--- config.mk ---
export PLATFORM = sky130hd
export DESIGN_NAME = adc_level_detect
export DESIGN_NICKNAME = d
export VERILOG_FILES = /design/src/hw/adc_ctrl_pkg.sv /design/src/hw/test_pattern_gen.sv /design/src/hw/adc_level_detect.sv
export SDC_FILE = /design/constraint.sdc
export NUM_CORES = 1
export LEC_CHECK = 0
export ABC_CLOCK_PERIOD_IN_PS = 6000
export BUFFER_PORTS_ARGS = -buffer_cell sky130_fd_sc_hd__buf_2
export CAP_MARGIN = 10
export CORE_MARGIN = 3
export CORE_UTILIZATION = 50
export CTS_CLUSTER_DIAMETER = 40
export DETAILED_ROUTE_END_ITERATION = 7
export PLACE_DENSITY = 0.66
export RECOVER_POWER = 25
export SYNTH_ARGS = -nofsm -noshare
export SYNTH_HDL_FRONTEND = slang
export SYNTH_HIERARCHICAL = 1
export SYNTH_SLANG_ARGS = --single-unit
--- constraint.sdc ---
create_clock -name core_clk -period 6 [get_ports core_clk]
set_input_delay 0.6 -clock core_clk [delete_from_list [all_inputs] [get_ports core_clk]]
set_output_delay 0.6 -clock core_clk [all_outputs]
set_load 0.05 [all_outputs]
--- src/hw/adc_ctrl_pkg.sv ---
// shared constants for the converter level detect and test pattern block
package adc_ctrl_pkg;

    // ----------------------------------------------------------------
    // serial port framing
    // ----------------------------------------------------------------
    localparam int unsigned ADDR_W      = 15;
    localparam int unsigned FRAME_BITS  = 24;
    localparam logic [4:0]  INSTR_LAST  = 5'h0f;
    localparam logic [4:0]  FRAME_LAST  = 5'h17;

    // ----------------------------------------------------------------
    // register offsets
    // ----------------------------------------------------------------
    localparam logic [14:0] ADDR_TEST_MODE    = 15'h000d;
    localparam logic [14:0] ADDR_DATA_FORMAT  = 15'h0014;
    localparam logic [14:0] ADDR_USER_FIRST   = 15'h0019;
    localparam logic [14:0] ADDR_USER_LAST    = 15'h0020;
    localparam logic [14:0] ADDR_FD_UPPER_LSB = 15'h0245;
    localparam logic [14:0] ADDR_FD_UPPER_MSB = 15'h0246;
    localparam logic [14:0] ADDR_FD_LOWER_LSB = 15'h0247;
    localparam logic [14:0] ADDR_FD_LOWER_MSB = 15'h0248;
    localparam logic [14:0] ADDR_FD_DWELL_LSB = 15'h0249;
    localparam logic [14:0] ADDR_FD_DWELL_MSB = 15'h024a;
    localparam logic [14:0] ADDR_CAL_THR_LSB  = 15'h024b;
    localparam logic [14:0] ADDR_CAL_THR_MSB  = 15'h024c;
    localparam logic [14:0] ADDR_CAL_GATE     = 15'h024d;
    localparam logic [14:0] ADDR_STATUS       = 15'h024e;

    // ----------------------------------------------------------------
    // reset values
    // ----------------------------------------------------------------
    localparam logic [15:0] RST_FD_UPPER  = 16'h0700;
    localparam logic [15:0] RST_FD_LOWER  = 16'h0600;
    localparam logic [15:0] RST_FD_DWELL  = 16'h0010;
    localparam logic [15:0] RST_CAL_THR   = 16'h0000;
    localparam logic        RST_CAL_GATE  = 1'b1;
    localparam logic [15:0] CAL_THR_MAX   = 16'h4000;
    localparam int unsigned MAG_SCALE     = 3;

    // ----------------------------------------------------------------
    // test modes and pattern words
    // ----------------------------------------------------------------
    localparam logic [3:0]  MODE_OFF      = 4'h0;
    localparam logic [3:0]  MODE_MID      = 4'h1;
    localparam logic [3:0]  MODE_POS      = 4'h2;
    localparam logic [3:0]  MODE_NEG      = 4'h3;
    localparam logic [3:0]  MODE_CHECK    = 4'h4;
    localparam logic [3:0]  MODE_PN_LONG  = 4'h5;
    localparam logic [3:0]  MODE_TOGGLE   = 4'h7;
    localparam logic [3:0]  MODE_USER     = 4'h8;
    localparam logic [3:0]  MODE_RAMP     = 4'hf;
    localparam logic [11:0] WORD_MID      = 12'h000;
    localparam logic [11:0] WORD_POS      = 12'h7ff;
    localparam logic [11:0] WORD_NEG      = 12'h800;
    localparam logic [11:0] WORD_CHECK_A  = 12'haaa;
    localparam logic [11:0] WORD_CHECK_B  = 12'h555;
    localparam logic [11:0] WORD_ONES     = 12'hfff;
    localparam logic [11:0] WORD_ZEROS    = 12'h000;
    localparam logic [22:0] PN_SEED       = 23'h7fffff;
    localparam int unsigned PN_TAP_A      = 22;
    localparam int unsigned PN_TAP_B      = 17;
    localparam int unsigned USER_WORDS    = 4;

endpackage

--- src/hw/test_pattern_gen.sv ---
// output word selection among converted data and test patterns
`timescale 1ns/1ps
`default_nettype none

module test_pattern_gen
    import adc_ctrl_pkg::*;
(
    input  wire logic        core_clk,
    input  wire logic        rst_n,
    input  wire logic [3:0]  testMode,
    input  wire logic        offsetBinary,
    input  wire logic [11:0] sample,
    input  wire logic [47:0] userWords,
    output var  logic [11:0] dataOut
);

    // ----------------------------------------------------------------
    // pattern state
    // ----------------------------------------------------------------
    logic        phase;
    logic [22:0] pnState;
    logic [11:0] ramp;
    logic [1:0]  userIdx;
    logic [11:0] userWord;
    logic [11:0] rawWord;
    logic        fmtApplies;
    logic [11:0] next_dataOut;

    assign userWord = userWords[12*userIdx +: 12];

    always_ff @(posedge core_clk)
    begin
        if (!rst_n)
        begin
            phase   <= 1'b0;
            pnState <= PN_SEED;
            ramp    <= 12'h000;
            userIdx <= 2'h0;
            dataOut <= 12'h000;
        end
        else
        begin
            phase   <= ~phase;
            pnState <= {pnState[21:0],
                        pnState[PN_TAP_A] ^ pnState[PN_TAP_B]};
            ramp    <= ramp + 12'h001;
            userIdx <= userIdx + 2'h1;
            dataOut <= next_dataOut;
        end
    end

    // ----------------------------------------------------------------
    // selection
    // ----------------------------------------------------------------
    always_comb
    begin
        rawWord    = sample;
        fmtApplies = 1'b1;
        unique case (testMode)
            MODE_MID:     rawWord = WORD_MID;
            MODE_POS:     rawWord = WORD_POS;
            MODE_NEG:     rawWord = WORD_NEG;
            MODE_CHECK:
            begin
                rawWord    = phase ? WORD_CHECK_B : WORD_CHECK_A;
                fmtApplies = 1'b0;
            end
            MODE_PN_LONG: rawWord = pnState[22:11];
            MODE_TOGGLE:
            begin
                rawWord    = phase ? WORD_ZEROS : WORD_ONES;
                fmtApplies = 1'b0;
            end
            MODE_USER:    rawWord = userWord;
            MODE_RAMP:
            begin
                rawWord    = ramp;
                fmtApplies = 1'b0;
            end
            default:      rawWord = sample;
        endcase
    end

    // twos complement words, offset binary flips the sign bit except in checkerboard, toggle and ramp modes
    assign next_dataOut = {rawWord[11] ^ (offsetBinary & fmtApplies),
                           rawWord[10:0]};

endmodule

`default_nettype wire

--- src/hw/adc_level_detect.sv ---
// level alarm, calibration gating, serial register port and test patterns
//
// Functional notes
// - register each sample on clock rising edge
// - set alarm when magnitude exceeds upper threshold
// - clear alarm after below-lower dwell exceeded
// - upper, lower, dwell programmed independently
// - accumulate sample magnitudes during calibration
// - update coefficients only if average exceeds threshold
// - calibration gating enabled out of reset
// - sixteen-bit threshold assembled from serial bytes
// - threshold range zero to full scale
// - four-bit test mode, zero passes data
// - constant midscale, positive, negative full words
// - checkerboard alternates every sample
// - long pseudorandom output sequence
// - all ones and zeros alternate
// - user words from its register range
// - ramp increments by one each sample
// - format select only on some patterns
// - alarm on dedicated output pin
`timescale 1ns/1ps
`default_nettype none

module adc_level_detect
    import adc_ctrl_pkg::*;
#(
    parameter int unsigned CAL_LOG2 = 10
)
(
    input  wire logic        core_clk,
    input  wire logic        rst_n,
    input  wire logic [11:0] sampleIn,
    input  wire logic        portSelectN,
    input  wire logic        serialClk,
    input  wire logic        serialDataIn,
    output var  logic        serialDataOut,
    output var  logic        serialDataOe,
    output var  logic        levelAlarmFlag,
    output var  logic        calUpdate,
    output var  logic [11:0] dataOut
);

    localparam int unsigned SUM_W = 12 + MAG_SCALE + CAL_LOG2;

    // ----------------------------------------------------------------
    // helpers
    // ----------------------------------------------------------------
    function automatic logic [11:0] magnitude(input logic [11:0] s);
        magnitude = s[11] ? (~s + 12'h001) : s;
    endfunction

    function automatic logic [15:0] clampThr(input logic [15:0] v);
        clampThr = (v > CAL_THR_MAX) ? CAL_THR_MAX : v;
    endfunction

    // ----------------------------------------------------------------
    // pin synchronisers
    // ----------------------------------------------------------------
    logic selA, selB, clkA, clkB, clkPrev, dinA, dinB;

    always_ff @(posedge core_clk)
    begin
        if (!rst_n)
        begin
            selA    <= 1'b1;
            selB    <= 1'b1;
            clkA    <= 1'b0;
            clkB    <= 1'b0;
            clkPrev <= 1'b0;
            dinA    <= 1'b0;
            dinB    <= 1'b0;
        end
        else
        begin
            selA    <= portSelectN;
            selB    <= selA;
            clkA    <= serialClk;
            clkB    <= clkA;
            clkPrev <= clkB;
            dinA    <= serialDataIn;
            dinB    <= dinA;
        end
    end

    logic sclkRise, sclkFall;

    assign sclkRise = clkB & ~clkPrev & ~selB;
    assign sclkFall = ~clkB & clkPrev & ~selB;

    // ----------------------------------------------------------------
    // serial frame: r/w bit, 15-bit address, 8 data bits
    // ----------------------------------------------------------------
    logic [4:0]  bitCnt;
    logic [23:0] shiftReg;
    logic [23:0] next_shiftReg;
    logic [7:0]  readShift;
    logic        readActive;
    logic        instrDone;
    logic        frameDone;
    logic        writeStrobe;
    logic [14:0] writeAddr;
    logic [7:0]  writeData;
    logic [14:0] readAddr;
    logic [7:0]  readData;

    assign next_shiftReg = {shiftReg[22:0], dinB};
    assign instrDone     = sclkRise && (bitCnt == INSTR_LAST);
    assign frameDone     = sclkRise && (bitCnt == FRAME_LAST);
    assign writeStrobe   = frameDone && !next_shiftReg[23];
    assign writeAddr     = next_shiftReg[22:8];
    assign writeData     = next_shiftReg[7:0];
    assign readAddr      = next_shiftReg[14:0];

    always_ff @(posedge core_clk)
    begin
        if (!rst_n || selB)
        begin
            bitCnt        <= 5'h00;
            shiftReg      <= 24'h000000;
            readShift     <= 8'h00;
            readActive    <= 1'b0;
            serialDataOut <= 1'b0;
            serialDataOe  <= 1'b0;
        end
        else
        begin
            if (sclkRise && (bitCnt <= FRAME_LAST))
            begin
                shiftReg <= next_shiftReg;
                bitCnt   <= bitCnt + 5'h01;
            end
            if (instrDone && next_shiftReg[15])
            begin
                readShift  <= readData;
                readActive <= 1'b1;
            end
            else if (sclkFall && readActive)
            begin
                serialDataOut <= readShift[7];
                serialDataOe  <= 1'b1;
                readShift     <= {readShift[6:0], 1'b0};
            end
            if (frameDone)
            begin
                readActive <= 1'b0;
            end
        end
    end

    // ----------------------------------------------------------------
    // register file
    // ----------------------------------------------------------------
    logic [3:0]  testMode;
    logic        offsetBinary;
    logic [7:0]  userBytes [8];
    logic [15:0] fdUpper;
    logic [15:0] fdLower;
    logic [15:0] fdDwell;
    logic [7:0]  calThrShadow;
    logic [15:0] calThr;
    logic        calGate;
    logic        calLastPass;
    logic [47:0] userWords;
    logic        userHit;
    logic [2:0]  userSlot, readSlot;

    assign userHit  = (writeAddr >= ADDR_USER_FIRST)
                   && (writeAddr <= ADDR_USER_LAST);
    assign userSlot = 3'(writeAddr - ADDR_USER_FIRST);
    assign readSlot = 3'(readAddr - ADDR_USER_FIRST);

    always_ff @(posedge core_clk)
    begin
        if (!rst_n)
        begin
            testMode     <= MODE_OFF;
            offsetBinary <= 1'b0;
            fdUpper      <= RST_FD_UPPER;
            fdLower      <= RST_FD_LOWER;
            fdDwell      <= RST_FD_DWELL;
            calThrShadow <= 8'h00;
            calThr       <= RST_CAL_THR;
            calGate      <= RST_CAL_GATE;
            userBytes    <= '{default: 8'h00};
        end
        else if (writeStrobe)
        begin
            if (userHit)
            begin
                userBytes[userSlot] <= writeData;
            end
            unique case (writeAddr)
                ADDR_TEST_MODE:    testMode     <= writeData[3:0];
                ADDR_DATA_FORMAT:  offsetBinary <= writeData[0];
                ADDR_FD_UPPER_LSB: fdUpper[7:0]  <= writeData;
                ADDR_FD_UPPER_MSB: fdUpper[15:8] <= writeData;
                ADDR_FD_LOWER_LSB: fdLower[7:0]  <= writeData;
                ADDR_FD_LOWER_MSB: fdLower[15:8] <= writeData;
                ADDR_FD_DWELL_LSB: fdDwell[7:0]  <= writeData;
                ADDR_FD_DWELL_MSB: fdDwell[15:8] <= writeData;
                ADDR_CAL_THR_LSB:  calThrShadow <= writeData;
                ADDR_CAL_THR_MSB:
                    calThr <= clampThr({writeData, calThrShadow});
                ADDR_CAL_GATE:     calGate      <= writeData[0];
                default:           ;
            endcase
        end
    end

    always_comb
    begin
        readData = 8'h00;
        if ((readAddr >= ADDR_USER_FIRST) && (readAddr <= ADDR_USER_LAST))
        begin
            readData = userBytes[readSlot];
        end
        else
        begin
            unique case (readAddr)
                ADDR_TEST_MODE:    readData = {4'h0, testMode};
                ADDR_DATA_FORMAT:  readData = {7'h00, offsetBinary};
                ADDR_FD_UPPER_LSB: readData = fdUpper[7:0];
                ADDR_FD_UPPER_MSB: readData = fdUpper[15:8];
                ADDR_FD_LOWER_LSB: readData = fdLower[7:0];
                ADDR_FD_LOWER_MSB: readData = fdLower[15:8];
                ADDR_FD_DWELL_LSB: readData = fdDwell[7:0];
                ADDR_FD_DWELL_MSB: readData = fdDwell[15:8];
                ADDR_CAL_THR_LSB:  readData = calThr[7:0];
                ADDR_CAL_THR_MSB:  readData = calThr[15:8];
                ADDR_CAL_GATE:     readData = {7'h00, calGate};
                ADDR_STATUS:
                    readData = {6'h00, calLastPass, levelAlarmFlag};
                default:           readData = 8'h00;
            endcase
        end
    end

    always_comb
    begin
        userWords = 48'h0;
        for (int w = 0; w < USER_WORDS; w++)
        begin
            userWords[12*w +: 12] = {userBytes[2*w+1], userBytes[2*w][7:4]};
        end
    end

    // ----------------------------------------------------------------
    // sample capture
    // ----------------------------------------------------------------
    logic [11:0] sampleReg, magReg;

    always_ff @(posedge core_clk)
    begin
        if (!rst_n)
        begin
            sampleReg <= 12'h000;
            magReg    <= 12'h000;
        end
        else
        begin
            sampleReg <= sampleIn;
            magReg    <= magnitude(sampleReg);
        end
    end

    // ----------------------------------------------------------------
    // level alarm with hysteresis and dwell
    // ----------------------------------------------------------------
    logic [15:0] dwellCnt;
    logic        aboveUpper;
    logic        belowLower;
    logic        dwellExpired;

    assign aboveUpper   = {4'h0, magReg} > fdUpper;
    assign belowLower   = {4'h0, magReg} < fdLower;
    assign dwellExpired = dwellCnt > fdDwell;

    always_ff @(posedge core_clk)
    begin
        if (!rst_n)
        begin
            levelAlarmFlag <= 1'b0;
            dwellCnt       <= 16'h0000;
        end
        else if (aboveUpper)
        begin
            levelAlarmFlag <= 1'b1;
            dwellCnt       <= 16'h0000;
        end
        else if (levelAlarmFlag && belowLower)
        begin
            if (dwellExpired)
            begin
                levelAlarmFlag <= 1'b0;
                dwellCnt       <= 16'h0000;
            end
            else if (dwellCnt != 16'hffff)
            begin
                dwellCnt <= dwellCnt + 16'h0001;
            end
        end
        else
        begin
            dwellCnt <= 16'h0000;
        end
    end

    // ----------------------------------------------------------------
    // calibration amplitude gate
    // ----------------------------------------------------------------
    logic [SUM_W-1:0]    calSum;
    logic [SUM_W-1:0]    calSumNext;
    logic [CAL_LOG2-1:0] calCnt;
    logic [15:0]         calAvg;
    logic                calBlockEnd;

    assign calSumNext  = calSum + SUM_W'({magReg, MAG_SCALE'(0)});
    assign calAvg      = 16'(calSumNext >> CAL_LOG2);
    assign calBlockEnd = &calCnt;

    always_ff @(posedge core_clk)
    begin
        if (!rst_n)
        begin
            calSum      <= '0;
            calCnt      <= '0;
            calUpdate   <= 1'b0;
            calLastPass <= 1'b0;
        end
        else
        begin
            calCnt    <= calCnt + 1'b1;
            calUpdate <= 1'b0;
            if (calBlockEnd)
            begin
                calSum      <= '0;
                calLastPass <= calAvg > calThr;
                calUpdate   <= !calGate || (calAvg > calThr);
            end
            else
            begin
                calSum <= calSumNext;
            end
        end
    end

    // ----------------------------------------------------------------
    // output word
    // ----------------------------------------------------------------
    test_pattern_gen patternGen (
        .core_clk     (core_clk),
        .rst_n        (rst_n),
        .testMode     (testMode),
        .offsetBinary (offsetBinary),
        .sample       (sampleReg),
        .userWords    (userWords),
        .dataOut      (dataOut)
    );

endmodule

`default_nettype wire

# == Word-level counts from Yosys, hierarchy flattened ==
# Cells that the tools add are included.
# word_totals
reg_bits,316
input_bits,17
output_inout_bits,16
elab_cells,179
# op_classes
addsub,9
n_mul,1
order_cmp,13
eq_ne,34
shifts,1
n_mux,19
n_bitwise,17
reduce_logical,39
# ops
cell,n
$eq 15x10->1 const B,19
$pmux 12 s8,1
$pmux 8 s12,1
$bwmux 64,1
$mux 8,6
$shiftx 48x7->12,1
$eq 15x4->1 const B,2
$eq 15x5->1 const B,2
$ge 15x5->1 const B,2
$le 15x6->1 const B,2
$reduce_and 2->1,15
$add 25x15->25,1
$add 12x1->12 const B,2
$bmux 8 s3,1
$demux 8 s3,1
$mux 12,2
$add 16x1->16 const B,1
$gt 12x16->1,1
$gt 15x16->1,1
$gt 16x15->1 const B,1
$gt 16x16->1,1
$lt 12x16->1,1
$mux 16,1
$ne 16x16->1 const B,1
30 further kinds,66

# == Longest topological paths before layout ==
# logic_depth
word_depth,7
ltp_mapped,15
ltp_nobuf,15

# == By module ==
# The synthesis kept the hierarchy.
# modules_own_cells
mod,n_inst,cells_per_inst,area_per_inst_um2,seq_area_each_um2
adc_level_detect,1,1484,13152.6,5265.0
test_pattern_gen,1,237,2299.7,1001.0

# == Worst setup path after synthesis ==
# OpenSTA, ideal clock, no wires.
# synth_timing
path_kind,register to register
start,register magReg[0]
end,register calLastPass
setup_ps,132
arrival_time_ps,3009
t_required_ps,5868
path_slack_ps,2859
stages_incl_launch_ff,16
n_path_buf,0
period_less_slack_ps,3141
cell_sequence,dfxtp_1 > ha_1 > fa_1 > a211oi_1 > o21a_1 > a221o_1 > a31oi_2 > nand3_1 > xnor2_1 > ha_1 > a21oi_1 > o21ai_0 > a22oi_1 > o21ai_0 > o211ai_1 > a21oi_1
# synth_via
elab_chain_len,2
# synth_lines
item,line,rtl
"start, declared",adc_level_detect.sv:251,"logic [11:0] sampleReg, magReg;"
"start signal, assigned",adc_level_detect.sv:263,magReg <= magnitude(sampleReg);
$add 25x15->25,adc_level_detect.sv:318,"assign calSumNext = calSum + SUM_W'({magReg, MAG_SCALE'(0)});"
via calSumNext[17],adc_level_detect.sv:313,logic [SUM_W-1:0] calSumNext;
$gt 15x16->1,adc_level_detect.sv:338,calLastPass <= calAvg > calThr;
"end signal, assigned",adc_level_detect.sv:338,
"end, declared",adc_level_detect.sv:163,logic calLastPass;
# The timed path passes the listed nets, and every way through them passes these cells.
# A chain may end at the register's enable or synchronous reset.

# == Worst setup path after layout ==
# layout_timing
start,input rst_n
end,register calSum[6]
# layout_via
elab_chain_len,2
# layout_lines
item,line,rtl
"start, declared",adc_level_detect.sv:32,"input wire logic rst_n,"
$not 1->1 (no line),--,
$reduce_or 2->1 (no line),--,
"end signal, assigned",adc_level_detect.sv:343,calSum <= calSumNext;
"end, declared",adc_level_detect.sv:312,logic [SUM_W-1:0] calSum;
# Every way passes these cells.

==> results.txt <==
- The run finished, with violations left.
- The final reports fail on capacitance limit, slew limit.
* Most used DFF post-synth: sky130_fd_sc_hd__dfxtp_1
- Including well taps, the total number of placed cells is 2,058.
* Fraction of final layout cells sized beyond drive strength 1: 0.106
- In this run, CTS created clock tree buffers numbering 48.
- Synthesis instantiated 79 different standard cells from the library.
- CTS tree: done
- Across the VDD grid, the largest voltage drop is 0.205 mV.
* Final-stage net count: 1,817
- The congestion estimate from routability-driven global placement came to 0.939.
- The via count of the first global-routing pass was 11,729.
- Full die area: 33,000 sq um
* Initial DRC Count: 943
- All-Layer GR Usage: 0.241
* Number of flops mapped to enable cells by yosys: 0
- Worst Path Class, Setup: in -> reg
- Largest fanout on the critical path: 147
- Via density per instance: 5.79
- Design Power: 5240 uW
* Worst hold margin: 0.238 ns
- Worst EP required: 6.45 ns
- The mapped netlist covers 15,500 sq um.
- Wire length of the first global-routing pass: 64,200 microns
* Clock Tree Buf Depth: 3
- Summed over all instances, the cell type with the most area after synthesis is sky130_fd_sc_hd__dfxtp_1.
- The finished layout holds 2,147 standard cells, fillers aside.
- Post-Route Skew: 0.0197 ns
- The later pin in the worst-skew pair is clocked with a latency of 0.57 ns.
* Initial antenna violation count: 0
- Setup violations remaining at the end of the flow were counted as 0.
* HPWL after DPL: 27,700 microns
- Path depth of the worst reg2reg path: 14
- Setup repair after global routing left no endpoint under its margin.
- Chip width: 182 microns
- Based on the critical path, the design can be clocked at up to 238 MHz.
- The floorplan step set the die height to 182 microns.
* Number of buffers inserted for hold repair after clock tree synthesis: 0
- Filler cells: 2,649
- The number of hold-slack violations in the final timing report is 0.
- Area share of the largest cell type after synthesis: 0.406
* Remaining design rule violation count: 0
* Number of warning messages in the yosys log: 6
* CP startpoint kind: primary input
- Clock tree synthesis found a total of 313 sinks.
* Total number of placement rows: 63
* Power density normalized to cell area: 300 nW/um^2
* Worst slew pin tran: 4.02 ns
- Buffers inserted by post-CTS timing repair: 0
* Final setup TNS: 0 ns
- Total gr overflow: 0
* Least setup slack across all paths after layout: 1.80 ns
* Max Cap Viol: 2
* Ant. Diodes: 0
- The share of the Yosys chip area taken by registers is 0.406.
- Placeable core area: 30,000 sq um
- Cell types occupying the most area after synthesis: sky130_fd_sc_hd__dfxtp_1 41%, sky130_fd_sc_hd__mux2i_1 6.6%, sky130_fd_sc_hd__ha_1 6.6%
* Post-cts repair resize count: 0
- 1st-pass router iterations: 5
* Clk Tree Root Cell: sky130_fd_sc_hd__clkbuf_16
- The max-slew violation total from the final report is 241.
* H-tree Lvls: 2
- WP data arrival: 4.65 ns
- In this run the static leakage power is 0.00720 uW.
* Flop and latch count out of synthesis: 313
- Count of mapped cells out of synthesis: 1,721
- For the finished layout, the period the worst path requires is 4.20 ns.
- Worst hold stages: 2
* # port buffers: 32
- Area grow syn2layout: 13.0%
- Maximum number of pins on one net before global-route repair: 148
* Post-Route WL: 40,400 microns
- For this design the top-level I/O count stands at 33.
* Vias post-DR: 12,421
* Mapped Nets: 1,820
- Path class of the lowest-slack min-delay path: in -> reg
* Max-slew headroom: -1.68
* Tcrit/Tclk final: 0.700
* Clock transition at the registers of the reported paths: 0.06 ns
- In this run the remaining antenna-violating nets after routing total 0.
- Dividing the detail-routed wire length by the instance count gives 18.8 microns.
- The initial utilization of the core area, before any placement, comes to 0.515.
* Synthesized area per cell: 8.98 sq um
- Post-synth ARST share: 0
- Type of element capturing the critical path: register
- DP Worst Slack: 2.32 ns
[cell usage in the layout (no fill, tap or decap), drive strengths merged, types with 5 or more instances in the layout]
master / n
dfxtp: 313
nand2: 177
nor2: 165
mux2i: 102
a21oi: 97
nand3: 96
inv: 89
ha: 81
o21ai: 77
clkbuf: 57
buf: 40
xor2: 38
nand2b: 35
and2: 32
and3: 29
mux4: 28
nand4: 28
nor2b: 20
xnor2: 18
a22oi: 17
nor3: 16
a21o: 14
o211ai: 13
a22o: 13
clkinv: 13
a211oi: 11
nor4: 11
o21a: 10
or3: 8
a32o: 8
nand4b: 8
clkinvlp: 7
a221oi: 6
or4: 6
or2: 5
and4: 5
a211o: 5
nand3b: 5
a222oi: 5
bufinv: 5
[cell families (layout without fill, tap and decap cells)]
| kind of cell | after synthesis | count (layout) | synth area share |
|---|---|---|---|
| AO/OA/AOI/OAI | 306 | 306 | 0.127 |
| XOR/XNOR | 56 | 56 | 0.0317 |
| adder cells (fa/ha/maj) | 82 | 82 | 0.0669 |
| buffers and inverters | 175 | 211 | 0.0445 |
| flip-flops | 313 | 313 | 0.406 |
| multiplexers | 131 | 131 | 0.108 |
| AND/OR/NAND/NOR | 658 | 658 | 0.216 |
[worst max-delay path, cell delays in order]
cell                       delay [ns]
sky130_fd_sc_hd__clkbuf_1        0.70
sky130_fd_sc_hd__clkbuf_2        2.04
sky130_fd_sc_hd__nand2_1         0.86
sky130_fd_sc_hd__nor3_1          0.42
[through the flow]
step,utilization,cell area [sq um]
after CTS,0.582,17500
after global routing,0.581,17500
final,0.581,17500
after floorplan,-,15500
after global placement,0.527,15800
after detailed placement,0.527,15800
[worst paths after layout]
path                         from                       end  slack (ns)
max                         rst_n      calSum[6]$_SDFF_PP0_        1.80
min                   sampleIn[0]   sampleReg[0]$_SDFF_PN0_        0.24
max reg2reg  magReg[2]$_SDFF_PN0_  calLastPass$_SDFFE_PN0P_        2.18
min reg2reg       selA$_SDFF_PN1_           selB$_SDFF_PN1_        0.41
[power breakdown]
part | internal, uW | switching [uW] | total (uW)
logic | 90.1 | 144 | 234
clock network | 1760 | 1100 | 2860
registers | 2110 | 31.8 | 2140
[registers in the layout, summed over array words and instances, names as in the netlist, 2 cells and up]
| name | cells |
|---|---|
| patternGen/pnState | 23 |
| userBytes | 64 |
| patternGen/ramp | 12 |
| patternGen/userIdx | 2 |
| dwellCnt | 16 |
| bitCnt | 5 |
| patternGen/dataOut | 12 |
| calThr | 16 |
| magReg | 12 |
| fdDwell | 16 |
| testMode | 4 |
| shiftReg | 23 |
| fdUpper | 16 |
| fdLower | 16 |
| calCnt | 10 |
| readShift | 8 |
| calThrShadow | 8 |
| sampleReg | 12 |
| calSum | 22 |
[synthesized netlist by cell type, types with 4 or more instances]
cell,count
sky130_fd_sc_hd__dfxtp_1,313
sky130_fd_sc_hd__nand2_1,175
sky130_fd_sc_hd__nor2_1,162
sky130_fd_sc_hd__mux2i_1,102
sky130_fd_sc_hd__a21oi_1,97
sky130_fd_sc_hd__nand3_1,93
sky130_fd_sc_hd__ha_1,81
sky130_fd_sc_hd__inv_1,78
sky130_fd_sc_hd__o21ai_0,76
sky130_fd_sc_hd__clkbuf_1,74
sky130_fd_sc_hd__xor2_1,38
sky130_fd_sc_hd__nand2b_1,35
sky130_fd_sc_hd__and2_1,32
sky130_fd_sc_hd__and3_1,29
sky130_fd_sc_hd__mux4_2,28
sky130_fd_sc_hd__nand4_1,26
sky130_fd_sc_hd__nor2b_1,20
sky130_fd_sc_hd__xnor2_1,18
sky130_fd_sc_hd__a22oi_1,17
sky130_fd_sc_hd__buf_2,15
sky130_fd_sc_hd__a21o_1,14
sky130_fd_sc_hd__a22o_1,13
sky130_fd_sc_hd__nor3_1,13
sky130_fd_sc_hd__o211ai_1,13
sky130_fd_sc_hd__a211oi_1,10
sky130_fd_sc_hd__o21a_1,10
sky130_fd_sc_hd__nor4_1,9
sky130_fd_sc_hd__a32o_1,8
sky130_fd_sc_hd__nand4b_1,8
sky130_fd_sc_hd__or3_1,8
sky130_fd_sc_hd__a221oi_1,6
sky130_fd_sc_hd__a211o_1,5
sky130_fd_sc_hd__a222oi_1,5
sky130_fd_sc_hd__and4_1,5
sky130_fd_sc_hd__nand3b_1,5
sky130_fd_sc_hd__or2_2,5
sky130_fd_sc_hd__or4_1,5
sky130_fd_sc_hd__buf_1,4
sky130_fd_sc_hd__o31ai_1,4
[routing by layer]
layer	part of all wire	GRT usage	wire length, microns	up-vias
li1	-	-	-	6096
met1	0.45	0.329	18300	5895
met2	0.46	0.380	18500	328
met3	0.056	0.0455	2270	102
met4	0.035	0.0914	1410	0
met5	0	0	0	-
[area by class of cell]
class,count,area (sq um),share of cell area
clock buffer,53,1250,0.0716
clock inverter,36,419,0.0240
inverter,78,293,0.0168
multi-input combinational,1233,8500,0.487
sequential,313,6270,0.359
tap,390,488,0.0279
timing repair buffer,44,241,0.0138
Note: power is estimated with default switching activity, not from simulation.
